`config.mk`:
```
export PLATFORM = sky130hd
export DESIGN_NAME = adc_serial_config_decoder
export DESIGN_NICKNAME = d
export VERILOG_FILES = /design/src/adc_cfg_pkg.sv /design/src/adc_serial_config_decoder.sv
export SDC_FILE = /design/constraint.sdc
export NUM_CORES = 1
export LEC_CHECK = 0
export BUFFER_PORTS_ARGS = -buffer_cell sky130_fd_sc_hd__buf_4
export CORE_MARGIN = 4
export CORE_UTILIZATION = 41
export DETAILED_ROUTE_END_ITERATION = 10
export GPL_TIMING_DRIVEN = 0
export PLACE_DENSITY = 0.7
export SETUP_SLACK_MARGIN = 0.05
export SYNTH_ARGS = -nofsm -noshare
export SYNTH_HDL_FRONTEND = slang
export SYNTH_SLANG_ARGS = --single-unit
```
`constraint.sdc`:
```
create_clock -name i_mclk -period 2.51 [get_ports i_mclk]
set_input_delay 0.251 -clock i_mclk [delete_from_list [all_inputs] [get_ports i_mclk]]
set_output_delay 0.251 -clock i_mclk [all_outputs]
set_load 0.02 [all_outputs]
```
`src/adc_cfg_pkg.sv`:
```
`default_nettype none
package adc_cfg_pkg;

	// timing: conversion length as a time, then as whole clock cycles
	localparam int CLK_PERIOD_NS = 10;
	localparam int CONV_TIME_NS  = 20_000;
	localparam int CONV_CYCLES   =
		(CONV_TIME_NS + CLK_PERIOD_NS - 1) / CLK_PERIOD_NS;

	// serial word sizes
	localparam logic [4:0] IN_WORD_BITS = 5'h10;
	localparam int         OUT_BITS     = 24;

	// input word field positions, first shifted bit is bit 15
	localparam int FLD_LEAD_MSB = 15;
	localparam int FLD_SGL      = 12;
	localparam int FLD_ODD      = 11;
	localparam int FLD_ADDR_MSB = 10;
	localparam int FLD_EN2      = 7;
	localparam int FLD_IM       = 6;
	localparam int FLD_FA       = 5;
	localparam int FLD_FB       = 4;
	localparam int FLD_SPD      = 3;
	localparam int FLD_GAIN_MSB = 2;

	// leading three-bit field patterns
	localparam logic [2:0] LEAD_LOAD  = 3'h5;
	localparam logic [2:0] LEAD_KEEP0 = 3'h0;
	localparam logic [2:0] LEAD_KEEP1 = 3'h4;

	// output word layout
	localparam int OUT_EOC = 23;
	localparam int OUT_DMY = 22;
	localparam int OUT_SIG = 21;
	localparam int OUT_MSB = 20;

	// mux code of the shared return input
	localparam logic [4:0] MUX_COM = 5'h10;

	// channel selection group
	typedef struct packed {
		logic       single_ended_select;
		logic       polarity_select;
		logic       chan_addr_hi;
		logic       chan_addr_mid;
		logic       chan_addr_lo;
	} chan_cfg_s;

	// conversion setup group
	typedef struct packed {
		logic       temp_sensor_select;
		logic       reject_freq_hi;
		logic       reject_freq_lo;
		logic       rate_double_select;
		logic       gain_sel_2;
		logic       gain_sel_1;
		logic       gain_sel_0;
	} conv_cfg_s;

	// power-up values: ch0 positive, ch1 negative; 50/60 Hz, 1x, gain 1
	localparam chan_cfg_s CHAN_CFG_RST = '0;
	localparam conv_cfg_s CONV_CFG_RST = '0;

	// register map, byte addresses
	localparam logic [7:0] REG_CTRL   = 8'h00;
	localparam logic [7:0] REG_STATUS = 8'h04;
	localparam logic [7:0] REG_CHAN   = 8'h08;
	localparam logic [7:0] REG_CONV   = 8'h0C;
	localparam logic [7:0] REG_RESULT = 8'h10;

	// register fields
	localparam int CTRL_RESTART   = 0;
	localparam int STAT_BUSY      = 0;
	localparam int STAT_BAD_LEAD  = 1;
	localparam int STAT_CNT_LSB   = 8;
	localparam int RESULT_W       = 22;

	// bus answers
	localparam logic [1:0] RESP_OKAY   = 2'h0;
	localparam logic [1:0] RESP_SLVERR = 2'h2;

endpackage
`default_nettype wire

```
`src/adc_serial_config_decoder.sv`:
```
// Decided for this implementation: the address map and the AXI4-Lite slave port.
`timescale 1ns/1ps
`default_nettype none
module adc_serial_config_decoder
	import adc_cfg_pkg::*;
#(
	parameter int CONV_LEN = CONV_CYCLES
) (
	// clock and reset
	input  wire logic        i_mclk,
	input  wire logic        i_rst_n,
	// axi4-lite write address
	input  wire logic [7:0]  i_awaddr,
	input  wire logic        i_awvalid,
	output var  logic        o_awready,
	// axi4-lite write data
	input  wire logic [31:0] i_wdata,
	input  wire logic [3:0]  i_wstrb,
	input  wire logic        i_wvalid,
	output var  logic        o_wready,
	// axi4-lite write response
	output var  logic [1:0]  o_bresp,
	output var  logic        o_bvalid,
	input  wire logic        i_bready,
	// axi4-lite read address
	input  wire logic [7:0]  i_araddr,
	input  wire logic        i_arvalid,
	output var  logic        o_arready,
	// axi4-lite read data
	output var  logic [31:0] o_rdata,
	output var  logic [1:0]  o_rresp,
	output var  logic        o_rvalid,
	input  wire logic        i_rready,
	// serial link pins
	input  wire logic        i_cs_n,
	input  wire logic        i_sck,
	input  wire logic        i_sdi,
	output var  logic        o_sdo,
	// analog front-end controls
	output var  logic [4:0]  o_mux_pos,
	output var  logic [4:0]  o_mux_neg,
	output var  logic        o_temp_sel,
	output var  logic [1:0]  o_reject_freq,
	output var  logic        o_rate_2x,
	output var  logic        o_auto_cal,
	output var  logic [3:0]  o_gain_log2,
	output var  logic        o_conv_busy
);

	localparam int CNT_W = $clog2(CONV_LEN + 1);

	// mux code for one side of the selected input
	function automatic logic [4:0] mux_code(input chan_cfg_s c,
		input logic neg);
		logic [4:0] code;
		code = {1'b0, c.chan_addr_hi, c.chan_addr_mid, c.chan_addr_lo,
			c.polarity_select};
		if (neg && c.single_ended_select) begin
			code = MUX_COM;
		end else if (neg) begin
			code[0] = ~c.polarity_select;
		end
		return code;
	endfunction

	// pin synchronisers: bit 2 cs_n, bit 1 sck, bit 0 sdi
	logic [2:0] pin_meta_q, pin_meta_d;
	logic [2:0] pin_sync_q, pin_sync_d;
	logic [2:0] pin_prev_q, pin_prev_d;

	// serial framing state
	logic [15:0]        in_sh_q,    in_sh_d;     // captured input bits
	logic [4:0]         bit_cnt_q,  bit_cnt_d;   // saturating bit count
	logic [OUT_BITS-1:0] out_sh_q,  out_sh_d;    // output shifter
	logic               frame_ok_q, frame_ok_d;  // frame began when idle
	logic               sdo_q,      sdo_d;

	// configuration and conversion state
	chan_cfg_s          chan_q,     chan_d;
	conv_cfg_s          conv_q,     conv_d;
	logic               busy_q,     busy_d;
	logic [CNT_W-1:0]   cnt_q,      cnt_d;
	logic [OUT_BITS-1:0] word_q,    word_d;      // last finished result
	logic               sig_tgl_q,  sig_tgl_d;
	logic               bad_lead_q, bad_lead_d;
	logic [7:0]         loads_q,    loads_d;     // complete 16-bit frame count
	logic [4:0]         pos_q, pos_d, neg_q, neg_d;
	logic [3:0]         glog_q,     glog_d;

	// bus slave state
	logic               awr_q, awr_d, wr_q, wr_d, arr_q, arr_d;
	logic               aw_got_q, aw_got_d, w_got_q, w_got_d;
	logic [7:0]         waddr_q, waddr_d;
	logic [31:0]        wdata_q, wdata_d;
	logic [3:0]         wstrb_q, wstrb_d;
	logic               bvalid_q, bvalid_d, rvalid_q, rvalid_d;
	logic [1:0]         bresp_q, bresp_d, rresp_q, rresp_d;
	logic [31:0]        rdata_q, rdata_d;
	logic [RESULT_W-1:0] result_q, result_d;     // stand-in sample value
	logic               restart;                 // software restart pulse

	// edge events seen on the synchronised pins
	logic cs_fall, cs_rise, sck_rise, sck_fall, in_frame, frame_end;
	assign in_frame  = ~pin_sync_q[2];
	assign cs_fall   = pin_prev_q[2] & ~pin_sync_q[2];
	assign cs_rise   = ~pin_prev_q[2] & pin_sync_q[2];
	assign sck_rise  = ~pin_prev_q[1] & pin_sync_q[1] & in_frame;
	assign sck_fall  = pin_prev_q[1] & ~pin_sync_q[1] & in_frame;
	assign frame_end = cs_rise & frame_ok_q;

	// two flops before any logic looks at a pin
	always_comb begin
		pin_meta_d = {i_cs_n, i_sck, i_sdi};
		pin_sync_d = pin_meta_q;
		pin_prev_d = pin_sync_q;
	end

	always_ff @(posedge i_mclk or negedge i_rst_n) begin
		if (!i_rst_n) begin
			pin_meta_q <= 3'h4;
			pin_sync_q <= 3'h4;
			pin_prev_q <= 3'h4;
		end else begin
			pin_meta_q <= pin_meta_d;
			pin_sync_q <= pin_sync_d;
			pin_prev_q <= pin_prev_d;
		end
	end

	// serial shifting; a frame begun mid-conversion is ignored whole
	always_comb begin
		in_sh_d    = in_sh_q;
		bit_cnt_d  = bit_cnt_q;
		out_sh_d   = out_sh_q;
		frame_ok_d = frame_ok_q;
		if (cs_fall) begin
			frame_ok_d = ~busy_q;
			bit_cnt_d  = '0;
			out_sh_d   = word_q;
		end
		// only the first sixteen bits count
		if (sck_rise && frame_ok_q && bit_cnt_q < IN_WORD_BITS) begin
			in_sh_d   = {in_sh_q[14:0], pin_sync_q[0]};
			bit_cnt_d = bit_cnt_q + 5'h01;
		end
		if (sck_fall && frame_ok_q) begin
			out_sh_d = {out_sh_q[OUT_BITS-2:0], 1'b0};
		end
		if (cs_rise) begin
			frame_ok_d = 1'b0;
		end
		// outside a frame the pin shows conversion_done_n
		if (!in_frame || !frame_ok_q) begin
			sdo_d = busy_q;
		end else begin
			sdo_d = out_sh_q[OUT_BITS-1];
		end
	end

	always_ff @(posedge i_mclk or negedge i_rst_n) begin
		if (!i_rst_n) begin
			in_sh_q    <= '0;
			bit_cnt_q  <= '0;
			out_sh_q   <= '0;
			frame_ok_q <= 1'b0;
			sdo_q      <= 1'b1;
		end else begin
			in_sh_q    <= in_sh_d;
			bit_cnt_q  <= bit_cnt_d;
			out_sh_q   <= out_sh_d;
			frame_ok_q <= frame_ok_d;
			sdo_q      <= sdo_d;
		end
	end

	// word decode and conversion sequencing
	always_comb begin
		logic [2:0] lead;
		logic       zero_code;
		lead       = in_sh_q[FLD_LEAD_MSB -: 3];
		zero_code  = result_q[OUT_MSB:0] == '0;
		chan_d     = chan_q;
		conv_d     = conv_q;
		busy_d     = busy_q;
		cnt_d      = cnt_q;
		word_d     = word_q;
		sig_tgl_d  = sig_tgl_q;
		bad_lead_d = bad_lead_q;
		loads_d    = loads_q;
		if (frame_end && bit_cnt_q == IN_WORD_BITS) begin
			loads_d = loads_q + 8'h01;
			if (lead == LEAD_LOAD) begin
				bad_lead_d = 1'b0;
				chan_d.single_ended_select = in_sh_q[FLD_SGL];
				chan_d.polarity_select     = in_sh_q[FLD_ODD];
				chan_d.chan_addr_hi        = in_sh_q[FLD_ADDR_MSB];
				chan_d.chan_addr_mid       = in_sh_q[FLD_ADDR_MSB-1];
				chan_d.chan_addr_lo        = in_sh_q[FLD_ADDR_MSB-2];
				if (in_sh_q[FLD_EN2]) begin
					conv_d.temp_sensor_select = in_sh_q[FLD_IM];
					conv_d.reject_freq_hi     = in_sh_q[FLD_FA];
					conv_d.reject_freq_lo     = in_sh_q[FLD_FB];
					conv_d.rate_double_select = in_sh_q[FLD_SPD];
					conv_d.gain_sel_2 = in_sh_q[FLD_GAIN_MSB];
					conv_d.gain_sel_1 = in_sh_q[FLD_GAIN_MSB-1];
					conv_d.gain_sel_0 = in_sh_q[FLD_GAIN_MSB-2];
				end
			end else if (lead == LEAD_KEEP0 || lead == LEAD_KEEP1) begin
				bad_lead_d = 1'b0;
			end else begin
				bad_lead_d = 1'b1;
			end
		end
		if (frame_end || restart) begin
			busy_d = 1'b1;
			cnt_d  = '0;
		end else if (busy_q && cnt_q == CNT_W'(CONV_LEN - 1)) begin
			busy_d            = 1'b0;
			sig_tgl_d         = ~sig_tgl_q;
			word_d            = '0;
			word_d[OUT_EOC]   = 1'b0;
			word_d[OUT_DMY]   = 1'b0;
			word_d[OUT_SIG]   = result_q[OUT_SIG];
			word_d[OUT_MSB:0] = result_q[OUT_MSB:0];
			// sign wanders on zero in 2x
			if (conv_q.rate_double_select && zero_code) begin
				word_d[OUT_SIG] = sig_tgl_q;
			end
		end else if (busy_q) begin
			cnt_d = cnt_q + CNT_W'(1);
		end
		pos_d = mux_code(chan_q, 1'b0);
		neg_d = mux_code(chan_q, 1'b1);
		// gain 1,4,8..256 as a power of two
		if ({conv_q.gain_sel_2, conv_q.gain_sel_1, conv_q.gain_sel_0}
			== 3'h0) begin
			glog_d = 4'h0;
		end else begin
			glog_d = {1'b0, conv_q.gain_sel_2, conv_q.gain_sel_1,
				conv_q.gain_sel_0} + 4'h1;
		end
	end

	// busy from reset starts the first conversion
	always_ff @(posedge i_mclk or negedge i_rst_n) begin
		if (!i_rst_n) begin
			chan_q     <= CHAN_CFG_RST;
			conv_q     <= CONV_CFG_RST;
			busy_q     <= 1'b1;
			cnt_q      <= '0;
			word_q     <= '0;
			sig_tgl_q  <= 1'b0;
			bad_lead_q <= 1'b0;
			loads_q    <= '0;
			pos_q      <= 5'h00;
			neg_q      <= 5'h01;
			glog_q     <= 4'h0;
		end else begin
			chan_q     <= chan_d;
			conv_q     <= conv_d;
			busy_q     <= busy_d;
			cnt_q      <= cnt_d;
			word_q     <= word_d;
			sig_tgl_q  <= sig_tgl_d;
			bad_lead_q <= bad_lead_d;
			loads_q    <= loads_d;
			pos_q      <= pos_d;
			neg_q      <= neg_d;
			glog_q     <= glog_d;
		end
	end

	// axi4-lite slave: address and data taken in either order
	always_comb begin
		logic aw_fire, w_fire, ar_fire;
		aw_fire  = i_awvalid & awr_q;
		w_fire   = i_wvalid & wr_q;
		ar_fire  = i_arvalid & arr_q;
		aw_got_d = aw_got_q | aw_fire;
		w_got_d  = w_got_q | w_fire;
		waddr_d  = aw_fire ? i_awaddr : waddr_q;
		wdata_d  = w_fire ? i_wdata : wdata_q;
		wstrb_d  = w_fire ? i_wstrb : wstrb_q;
		bvalid_d = bvalid_q & ~i_bready;
		bresp_d  = bresp_q;
		result_d = result_q;
		restart  = 1'b0;
		// write happens once both halves are in hand
		if (aw_got_d && w_got_d && !bvalid_q) begin
			aw_got_d = 1'b0;
			w_got_d  = 1'b0;
			bvalid_d = 1'b1;
			bresp_d  = RESP_OKAY;
			case (waddr_d)
				REG_CTRL: begin
					restart = wstrb_d[0] & wdata_d[CTRL_RESTART];
				end
				REG_RESULT: begin
					for (int b = 0; b < 3; b++) begin
						if (wstrb_d[b]) begin
							result_d[b*8 +: 8] = wdata_d[b*8 +: 8];
						end
					end
				end
				REG_STATUS, REG_CHAN, REG_CONV: begin
					// read-only, write dropped
				end
				default: bresp_d = RESP_SLVERR;
			endcase
		end
		awr_d = ~aw_got_d & ~bvalid_d;
		wr_d  = ~w_got_d & ~bvalid_d;
		// reads answer one cycle after the address is taken
		rvalid_d = rvalid_q & ~i_rready;
		rdata_d  = rdata_q;
		rresp_d  = rresp_q;
		if (ar_fire) begin
			rvalid_d = 1'b1;
			rresp_d  = RESP_OKAY;
			rdata_d  = '0;
			case (i_araddr)
				REG_CTRL: rdata_d = '0;
				REG_STATUS: begin
					rdata_d[STAT_BUSY]             = busy_q;
					rdata_d[STAT_BAD_LEAD]         = bad_lead_q;
					rdata_d[STAT_CNT_LSB +: 8]     = loads_q;
				end
				REG_CHAN:   rdata_d[4:0] = chan_q;
				REG_CONV:   rdata_d[6:0] = conv_q;
				REG_RESULT: rdata_d[RESULT_W-1:0] = result_q;
				default:    rresp_d = RESP_SLVERR;
			endcase
		end
		arr_d = ~rvalid_d;
	end

	always_ff @(posedge i_mclk or negedge i_rst_n) begin
		if (!i_rst_n) begin
			awr_q    <= 1'b0;
			wr_q     <= 1'b0;
			arr_q    <= 1'b0;
			aw_got_q <= 1'b0;
			w_got_q  <= 1'b0;
			waddr_q  <= '0;
			wdata_q  <= '0;
			wstrb_q  <= '0;
			bvalid_q <= 1'b0;
			bresp_q  <= RESP_OKAY;
			rvalid_q <= 1'b0;
			rresp_q  <= RESP_OKAY;
			rdata_q  <= '0;
			result_q <= '0;
		end else begin
			awr_q    <= awr_d;
			wr_q     <= wr_d;
			arr_q    <= arr_d;
			aw_got_q <= aw_got_d;
			w_got_q  <= w_got_d;
			waddr_q  <= waddr_d;
			wdata_q  <= wdata_d;
			wstrb_q  <= wstrb_d;
			bvalid_q <= bvalid_d;
			bresp_q  <= bresp_d;
			rvalid_q <= rvalid_d;
			rresp_q  <= rresp_d;
			rdata_q  <= rdata_d;
			result_q <= result_d;
		end
	end

	// outputs straight from flops, o_auto_cal through one inverter
	assign o_awready     = awr_q;
	assign o_wready      = wr_q;
	assign o_bvalid      = bvalid_q;
	assign o_bresp       = bresp_q;
	assign o_arready     = arr_q;
	assign o_rvalid      = rvalid_q;
	assign o_rresp       = rresp_q;
	assign o_rdata       = rdata_q;
	assign o_sdo         = sdo_q;
	assign o_mux_pos     = pos_q;
	assign o_mux_neg     = neg_q;
	assign o_temp_sel    = conv_q.temp_sensor_select;
	assign o_reject_freq = {conv_q.reject_freq_hi, conv_q.reject_freq_lo};
	assign o_rate_2x     = conv_q.rate_double_select;
	assign o_auto_cal    = ~conv_q.rate_double_select;
	assign o_gain_log2   = glog_q;
	assign o_conv_busy   = busy_q;

endmodule
`default_nettype wire

```
==> key figures, run 1 <==
STA
  – Maximum clock rate: 428 MHz
  – Final clock skew: 0.0197 ns
  – Post-layout worst setup margin: 0.176 ns
  – Slew HR: 0.406
  – Final Critical Period: 2.33 ns
  – Period Utilization, post-route: 0.930
  – Final setup viols: 0
  – Fin. max-slew vios: 0
  – Fin. Hold Viols: 0
  – RSZ-0062 raised after global routing: false
  – Slew @ Worst Pin: 0.892 ns

Yosys
  – Post-Synth Simple-Gate Area: 0.0928
  – Synth top area cells: dfrtp_1, mux2_2, nand2_1
  – XOR/XNOR share of the synthesized area: 0.0162
  – Avg Cell Area, Syn: 12.6 µm²
  – Synth Area in Compound Gates: 0.0653
  – Ys flop type: dfrtp_1
  – Largest family of logic cells by synthesized area: multiplexers
  – Synth warn: 0
  – Share of synthesized registers carrying an async set or reset: 1.00
  – Synth top area share: 0.590
  – Mux contribution to synthesized area: 0.170
  – FF+latch count, synth: 210
  – Number of synthesized flops with an enable pin: 0
  – Post-Synthesis Cell Area: 8650 µm²
  – Library cells used by synthesis: 51
  – Cell accounting for the most synthesized area: dfrtp_1
  – Seq/Total Area, Yosys: 0.609
  – Cell count after synthesis: 685
  – Adder-Cell Fraction of Synth Area: 0.0116

Critical path
  – R2R depth: 7
  – Setup crit start: cnt_q[0]
  – CP Max Fanout: 10
  – R2R Path End: word_q[4]
  – Flop2flop setup slack: 0.18 ns
  – Cell chain of the critical path: ha_1 > nand4b_1 > or4_4 > a2111oi_4 > buf_4 > buf_6 > mux2_2
  – WP depth: 7
  – Setup crit end kind: register
  – Crit path to: word_q[4]
  – Setup crit start kind: register
  – Crit-path slowest cell: or4_4
  – WS Path Type: register to register
  – Data arrival time of the worst path: 2.70 ns
  – Worst Path Required: 2.88 ns
  – Worst reg2reg startpoint: cnt_q[0]
  – Buffers plus inverters on the worst setup path: 2
  – Critical Path Max Stage Delay: 0.48 ns
  – Delay-heaviest family, CP: simple AND/OR/NAND/NOR gates

Status
  – Outcome: finished clean

Cells and area
  – Area grow syn2layout: 25.8%
  – Final nets: 919
  – N_diodes: 0
  – Most common cell after layout, fill and taps aside: dfrtp_1
  – FILL cells: 1719
  – Ratio of cells with drive above 1 in the final layout: 0.333
  – Finished Layout Cells: 1134
  – Most frequent cells in the layout: dfrtp_1, buf_4, mux2_2
  – Fin util: 0.531

Hold path
  – Min-delay src: i_wdata[16]
  – Worst hold-check path type: input pin to register

Routing
  – Avg WL per Cell: 16.4 µm
  – Detailed Routing Iterations Pass 1: 5
  – DRC: 0
  – Routed vias: 5663
  – Initial DRC Count: 349
  – Via density per instance: 4.99
  – Post-route ant nets: 0
  – Total Wirelength: 18.6 mm

Placement
  – I/O Buffers: 98
  – RePlAce Congestion: 0.793
  – HPWL Detailed: 12.9 mm
  – Cells after DPL: 1066
  – Setup slack at placement: -0.0790 ns

Global routing
  – Vias in the first global route: 5701
  – Total gr overflow: 0
  – Antenna violations before repair: 0
  – Largest net degree at the start of global routing: 121
  – All-Layer GR Usage: 0.157
  – First-pass GRT wire length: 30.4 mm

Clocking
  – Root Driver: clkbuf_16
  – CTS tree: yes
  – Maximum clock insertion buffer count: 3
  – CTS buffer count: 22
  – Worst-path clk slew: 0.06 ns
  – Clock sink total: 210
  – H-tree depth: 1
  – Clock Latency Late Sink: 0.50 ns

Die
  – Die Y: 153 µm
  – # rows: 52
  – Die footprint: 23500 µm²
  – IO Pins: 124
  – Core area: 20500 µm²
  – Initial Util: 0.422
  – Die width: 153 µm

Power and ir drop
  – Pwr dens: 791 nW/µm²
  – Switching power: 2.10 mW
  – Pwr Total: 8.60 mW
  – VDD IR max: 0.434 mV
  – Sw Ratio: 0.244
  – Int Pwr: 6.50 mW
  – Clock share of power: 0.401
  – Sequential share of power: 0.470
  – LEAKAGE: 5.16 nW
  – Combinational power share: 0.129

Run
  – Max-cap violations: 0
[worst min-delay path by stage]
| stage | endpoint | depth (start not counted) |
|---|---|---|
| 5_1_grt | wdata_q[19] | 2 |
| 4_1_cts | wdata_q[19] | 2 |
| 2_1_floorplan | aw_got_q | 0 |
| 3_5_place_dp | pin_prev_d[0] | 0 |
| 3_3_place_gp | pin_prev_d[1] | 0 |
| 6_report | wdata_q[16] | 2 |
[what timing repair did]
| action | 4_1_cts | 5_1_grt |
|---|---|---|
| pin swaps | 2 | 2 |
| setup endpoints to repair | 36 | 27 |
| setup buffers | 2 | 5 |
| endpoints found under the hold margin | 134 | 1 |
| gates resized for setup | 2 | 4 |
| hold buffers | 21 | 1 |
[cell type report]
type / instances / area, µm² / area share
Sequential cell: 210 / 5260 / 0.484
Buffer: 44 / 241 / 0.0222
Tap cell: 270 / 338 / 0.0311
Clock buffer: 29 / 617 / 0.0567
Inverter: 17 / 63.8 / 0.00587
Multi-Input combinational cell: 426 / 3140 / 0.289
Clock inverter: 10 / 165 / 0.0152
Timing Repair Buffer: 128 / 1040 / 0.0960
[synth_stat cells, drive strengths merged (8+ instances only)]
cell    count
nor2       26
nor3       11
nand3      12
nor2b       9
mux2i      23
a21oi       8
inv        17
xnor2      10
buf        24
clkbuf     20
mux2      110
o21ai      50
nand2      70
ha          8
a22oi      13
dfrtp     204
[kinds of logic (layout without fill, tap and decap cells)]
| logic type | count (synthesis) | after routing |
|---|---|---|
| compound gates | 91 | 91 |
| xor+xnor | 16 | 16 |
| fa+ha+maj | 8 | 8 |
| buf+inv | 61 | 228 |
| flops | 210 | 210 |
| mux | 133 | 133 |
| other cells | 1 | 13 |
| simple gates | 165 | 165 |
[worst register-to-register path, cell delays in order (launching register included)]
cell,delay (ns)
dfrtp_1,0.39
ha_1,0.22
nand4b_1,0.11
or4_4,0.48
a2111oi_4,0.33
buf_4,0.19
buf_6,0.16
mux2_2,0.35
[through the flow]
stage          area (µm²)  hold WS [ns]  setup TNS, ns
2_1_floorplan        8690       -0.0446              0
3_3_place_gp         9760         0.334         -59.21
3_5_place_dp         9800         0.336         -0.979
4_1_cts             10800       0.00122              0
5_1_grt             10900       0.00218              0
6_report            10900        0.0113              0
[per-layer routing]
| metal | part of all wire | global-route usage | vias up |
|---|---|---|---|
| met3 | 0.047 | 0.0252 | 36 |
| met5 | 0 | 0 | - |
| li1 | - | - | 2688 |
| met1 | 0.46 | 0.219 | 2820 |
| met4 | 0.025 | 0.0454 | 0 |
| met2 | 0.47 | 0.255 | 119 |
[state kept, by name, indices dropped and copies added, names as in the netlist, 11 cells and up]
name,count
cnt_q,11
in_sh_q,16
wdata_q,22
result_q,22
word_q,22
out_sh_q,24
o_rdata,22
[power by group through the flow]
stage                     registers, mW  clock network, mW  logic [mW]
after floorplan                    4.07                  0       0.682
after global placement             4.07                  0        1.05
after detailed placement           4.10                  0        1.09
after CTS                          4.04               3.53        1.12
after global routing               4.10               3.66        1.22
final                              4.05               3.45        1.11
No activity file was read; power rests on OpenSTA's default activity.
==> run 2: changes to the inputs <==
- CORE_UTILIZATION: 41 -> 45
- PLACE_DENSITY: 0.7 -> 0.75
- SLEW_MARGIN: unset -> 20
==> key figures, run 2 (synthesized netlist as in run 1, its figures left out) <==
Cells and area
  – Ratio of cells with drive above 1 in the final layout: 0.330
  – Number of flip-flops in the largest register: 24
  – Final Cell Area: 10700 µm²
  – Most frequent cells in the layout: dfrtp_1, buf_4, mux2_2
  – N_diodes: 0
  – Finished Layout Cells: 1118
  – Area grow syn2layout: 24.3%
  – Register area: 5260 µm²
  – Largest reg by FF count: out_sh_q
  – Final nets: 916
  – FILL cells: 1514
  – Fin util: 0.571
  – Multi-input gate area: 3140 µm²
  – Most common cell after layout, fill and taps aside: dfrtp_1

Power and ir drop
  – Pwr dens: 767 nW/µm²
  – VDD IR max: 0.399 mV
  – Combinational power share: 0.133
  – Int Pwr: 6.21 mW
  – Pwr Total: 8.24 mW
  – LEAKAGE: 5.11 nW
  – Sequential share of power: 0.490
  – Clock share of power: 0.377
  – Sw Ratio: 0.246
  – Switching power: 2.03 mW

Critical path
  – R2R Path End: word_q[6]
  – CP Max Fanout: 10
  – Worst reg2reg startpoint: cnt_q[0]
  – WS Path Type: register to register
  – Worst Path Required: 2.88 ns
  – Setup crit start kind: register
  – Cell chain of the critical path: ha_1 > nand4b_1 > or4_4 > a2111oi_4 > buf_4 > buf_6 > mux2_2
  – Critical Path Max Stage Delay: 0.49 ns
  – Flop2flop setup slack: 0.18 ns
  – Crit-path slowest cell: or4_4
  – Setup crit start: cnt_q[0]
  – Buffers plus inverters on the worst setup path: 2
  – R2R depth: 7
  – Delay-heaviest family, CP: simple AND/OR/NAND/NOR gates
  – Setup crit end kind: register
  – Data arrival time of the worst path: 2.70 ns

Clocking
  – H-tree depth: 1
  – CTS buffer count: 23
  – Clock Latency Late Sink: 0.49 ns
  – Clock sink total: 210
  – Maximum clock insertion buffer count: 3
  – Root Driver: clkbuf_16
  – Worst-path clk slew: 0.06 ns
  – CTS tree: yes

Run
  – Max-cap violations: 0

Die
  – # rows: 50
  – IO Pins: 124
  – Core area: 18800 µm²
  – Die width: 147 µm
  – Initial Util: 0.459
  – Die footprint: 21500 µm²
  – Die Y: 147 µm

Placement
  – Setup slack at placement: -0.112 ns
  – RePlAce Congestion: 0.814
  – I/O Buffers: 98
  – Cells after DPL: 1057
  – Area of placed instances: 9810 µm²
  – HPWL Detailed: 12.9 mm

Global routing
  – Largest net degree at the start of global routing: 101
  – Vias in the first global route: 5701
  – Total gr overflow: 0
  – All-Layer GR Usage: 0.169
  – First-pass GRT wire length: 29.8 mm
  – Antenna violations before repair: 0

Routing
  – Detailed Routing Iterations Pass 1: 4
  – Avg WL per Cell: 16.2 µm
  – Initial DRC Count: 283
  – Routed vias: 5618
  – Post-route ant nets: 0
  – DRC: 0
  – Total Wirelength: 18.1 mm
  – Via density per instance: 5.03

STA
  – Maximum clock rate: 429 MHz
  – Final setup viols: 0
  – Fin. Hold Viols: 0
  – Slew HR: 0.518
  – Final clock skew: 0.00933 ns
  – RSZ-0062 raised after global routing: false
  – Post-layout worst setup margin: 0.179 ns
  – Slew @ Worst Pin: 0.717 ns
  – Final Critical Period: 2.33 ns
  – Period Utilization, post-route: 0.929
  – Fin. max-slew vios: 0

Hold path
  – Worst hold-check path type: input pin to register
  – Min-delay src: i_wdata[15]
  – Hold Path End: wdata_q[15]
  – Worst Hold Path Cells: 2

Status
  – Outcome: finished clean
[run 2: area by class of cell]
type / instances / share of cell area
Tap cell: 260 / 0.0303
Timing Repair Buffer: 124 / 0.0950
Sequential cell: 210 / 0.490
Multi-Input combinational cell: 426 / 0.292
Clock inverter: 6 / 0.00512
Clock buffer: 31 / 0.0592
Buffer: 44 / 0.0224
Inverter: 17 / 0.00594
[run 2: worst max-delay path by stage]
stage                    to  cells past startpoint
3_3_place_gp    wdata_q[19]                      1
5_1_grt        result_q[17]                      6
4_1_cts           conv_q[0]                      6
2_1_floorplan    word_q[10]                      7
3_5_place_dp      conv_q[0]                      6
6_report          word_q[6]                      7
[run 2: repair_timing]
action                                 in CTS  in global routing
buffers inserted                            2                  5
endpoints found under the hold margin      59                  0
hold buffers                               17                  0
pin swaps                                   2                  2
resized for setup                           2                  1
setup endpoints to repair                  39                 40
[run 2: power groups by stage]
stage               combinational, mW  clock (mW)  sequential (mW)
global route                     1.21        3.33             4.09
global placement                 1.04           0             4.07
floorplan                       0.682           0             4.07
detailed placement               1.08           0             4.09
CTS                              1.11        3.18             4.04
finish                           1.10        3.10             4.04
[run 2: worst reg2reg max path: stages, from the launching register on]
cell and delay (ns):
dfrtp_1 0.37, ha_1 0.22, nand4b_1 0.11, or4_4 0.49
a2111oi_4 0.33, buf_4 0.19, buf_6 0.16, mux2_2 0.35
[run 2: stage by stage]
stage          setup TNS [ns]  hold WS (ns)
3_3_place_gp           -49.08         0.333
3_5_place_dp           -0.748         0.168
4_1_cts                     0      0.000252
2_1_floorplan               0       -0.0446
5_1_grt                     0       0.00139
6_report                    0        0.0163
[run 2: per-layer routing]
layer  track usage  wire [µm]  vias to the layer above
met5             0          0                        -
met4        0.0546        447                        0
met3        0.0248        795                       40
met2         0.274       8580                      129
met1         0.234       8270                     2756
li1              -          -                     2693
==> run 3: changes to the inputs <==
- clock period: 2.51 -> 2.8 ns (I/O delays scaled with it)
==> key figures, run 3 (synthesized netlist as in run 1, its figures left out) <==
STA
  – Final setup viols: 0
  – Slew @ Worst Pin: 0.817 ns
  – Post-layout worst setup margin: 0.235 ns
  – Final Critical Period: 2.57 ns
  – Maximum clock rate: 390 MHz
  – Slew HR: 0.452
  – RSZ-0062 raised after global routing: false
  – Final setup TNS: 0 ns
  – Period Utilization, post-route: 0.916
  – Fin. max-slew vios: 0
  – Fin. Hold Viols: 0
  – Final clock skew: 0.00812 ns

Critical path
  – WS Path Type: register to register
  – Data arrival time of the worst path: 2.94 ns
  – CP Max Fanout: 10
  – Setup crit start kind: register
  – Worst Path Required: 3.17 ns
  – Setup crit end kind: register

Run
  – Max-cap violations: 0

Power and ir drop
  – Int Pwr: 5.56 mW
  – Clock share of power: 0.377
  – Pwr Total: 7.37 mW
  – Sequential share of power: 0.492
  – LEAKAGE: 5.02 nW
  – Sw Ratio: 0.245
  – Combinational power share: 0.131
  – Pwr dens: 697 nW/µm²
  – Switching power: 1.81 mW
  – VDD IR max: 0.356 mV

Cells and area
  – Final Cell Area: 10600 µm²
  – FILL cells: 1536
  – Final nets: 897
  – Area grow syn2layout: 22.2%
  – Most frequent cells in the layout: dfrtp_1, buf_4, mux2_2
  – Number of flip-flops in the largest register: 24
  – Fin util: 0.561
  – Most common cell after layout, fill and taps aside: dfrtp_1
  – Ratio of cells with drive above 1 in the final layout: 0.328
  – N_diodes: 0
  – Largest reg by FF count: out_sh_q

Die
  – Die width: 147 µm
  – Die footprint: 21500 µm²
  – IO Pins: 124
  – Die Y: 147 µm
  – Core area: 18800 µm²
  – # rows: 50
  – Initial Util: 0.459

Routing
  – Met3 routed WL: 785 µm
  – Initial DRC Count: 287
  – Detailed Routing Iterations Pass 1: 4
  – DRC: 0
  – Routed vias: 5539
  – Avg WL per Cell: 16.2 µm
  – Post-route ant nets: 0
  – Met1 Routed Length: 8.26 mm
  – Via density per instance: 5.04
  – Met2 wire len: 8.33 mm
  – Max Used Layer: met4
  – Total Wirelength: 17.8 mm

Placement
  – I/O Buffers: 98
  – Area of placed instances: 9810 µm²
  – RePlAce Congestion: 0.814
  – HPWL Detailed: 12.9 mm
  – Setup slack at placement: 0.178 ns

Global routing
  – Largest net degree at the start of global routing: 101
  – Vias in the first global route: 5600
  – All-Layer GR Usage: 0.167
  – First-pass GRT wire length: 29.4 mm
  – Total gr overflow: 0
  – Antenna violations before repair: 0

Clocking
  – CTS tree: yes
  – H-tree depth: 1
  – Root Driver: clkbuf_16
  – Clock Latency Late Sink: 0.49 ns
  – Worst-path clk slew: 0.06 ns
  – Maximum clock insertion buffer count: 3
  – CTS buffer count: 23
  – Clock sink total: 210
  – Post-CTS Setup Inserts: 0

Status
  – Outcome: finished clean

Hold path
  – Worst hold-check path type: input pin to register
## run 3: cell count changes in the layout (fill, tap and decap cells not counted), sizes merged
| cell | previous run | this run |
|---|---|---|
| dlygate4sd3 | 17 | 5 |
| buf | 131 | 124 |
## run 3: power by group through the flow
stage	Clock [mW]	Sequential, mW	Combinational (mW)
after floorplan	0	3.64	0.611
after global placement	0	3.65	0.933
after detailed placement	0	3.66	0.973
after CTS	2.85	3.62	0.981
after global routing	2.99	3.67	1.07
final	2.78	3.62	0.967
## run 3: what timing repair did
| item | in CTS | in global routing |
|---|---|---|
| hold buffers | 5 | 0 |
| setup endpoints to repair | 0 | 7 |
| endpoints found under the hold margin | 46 | 0 |
| resized for setup | 0 | 1 |
## run 3: path summary, 6_finish.rpt
check / start / to / slack [ns] / cells past startpoint
worst min register to register: pin_meta_q[0] / pin_prev_d[0] / 0.35 / 0
worst min-delay path: i_wdata[0] / wdata_q[0] / 0.03 / 2
min in group asynchronous: i_rst_n / pin_meta_q[0] / 0.27 / 2
max in group asynchronous: i_rst_n / wdata_q[20] / 1.74 / 3
worst max-delay path: o_wready / word_q[6] / 0.23 / 7
worst max register to register: o_wready / word_q[6] / 0.23 / 7
## run 3: per-stage QoR
step           hold WS (ns)  instances
2_1_floorplan       -0.0156        697
3_3_place_gp          0.333       1055
3_5_place_dp          0.197       1057
4_1_cts              0.0208       1099
5_1_grt              0.0196       1099
6_report             0.0328       1099
## run 3: routing by layer
layer / global-route usage / vias to the layer above
li1: - / 2658
met1: 0.235 / 2719
met2: 0.268 / 123
met3: 0.0242 / 39
met4: 0.0546 / 0
met5: 0 / -
## run 3: final cells by class
type                    count  area [µm²]  area share
plain buffers              44         240      0.0227
repair buffers            105         848      0.0803
flip-flops and latches    210        5260       0.498
inverters                  17        63.8     0.00604
well taps                 260         325      0.0308
clock inverters             6        55.1     0.00521
multi-input cells         426        3140       0.297
clock buffers              31         636      0.0601
## run 3: worst max-delay path, stage by stage (launching register included)
cell	delay, ns
dfrtp_1	0.39
and2_1	0.14
clkbuf_1	0.15
o21bai_1	0.33
a211oi_1	0.21
a2111oi_4	0.63
buf_6	0.23
mux2_2	0.35
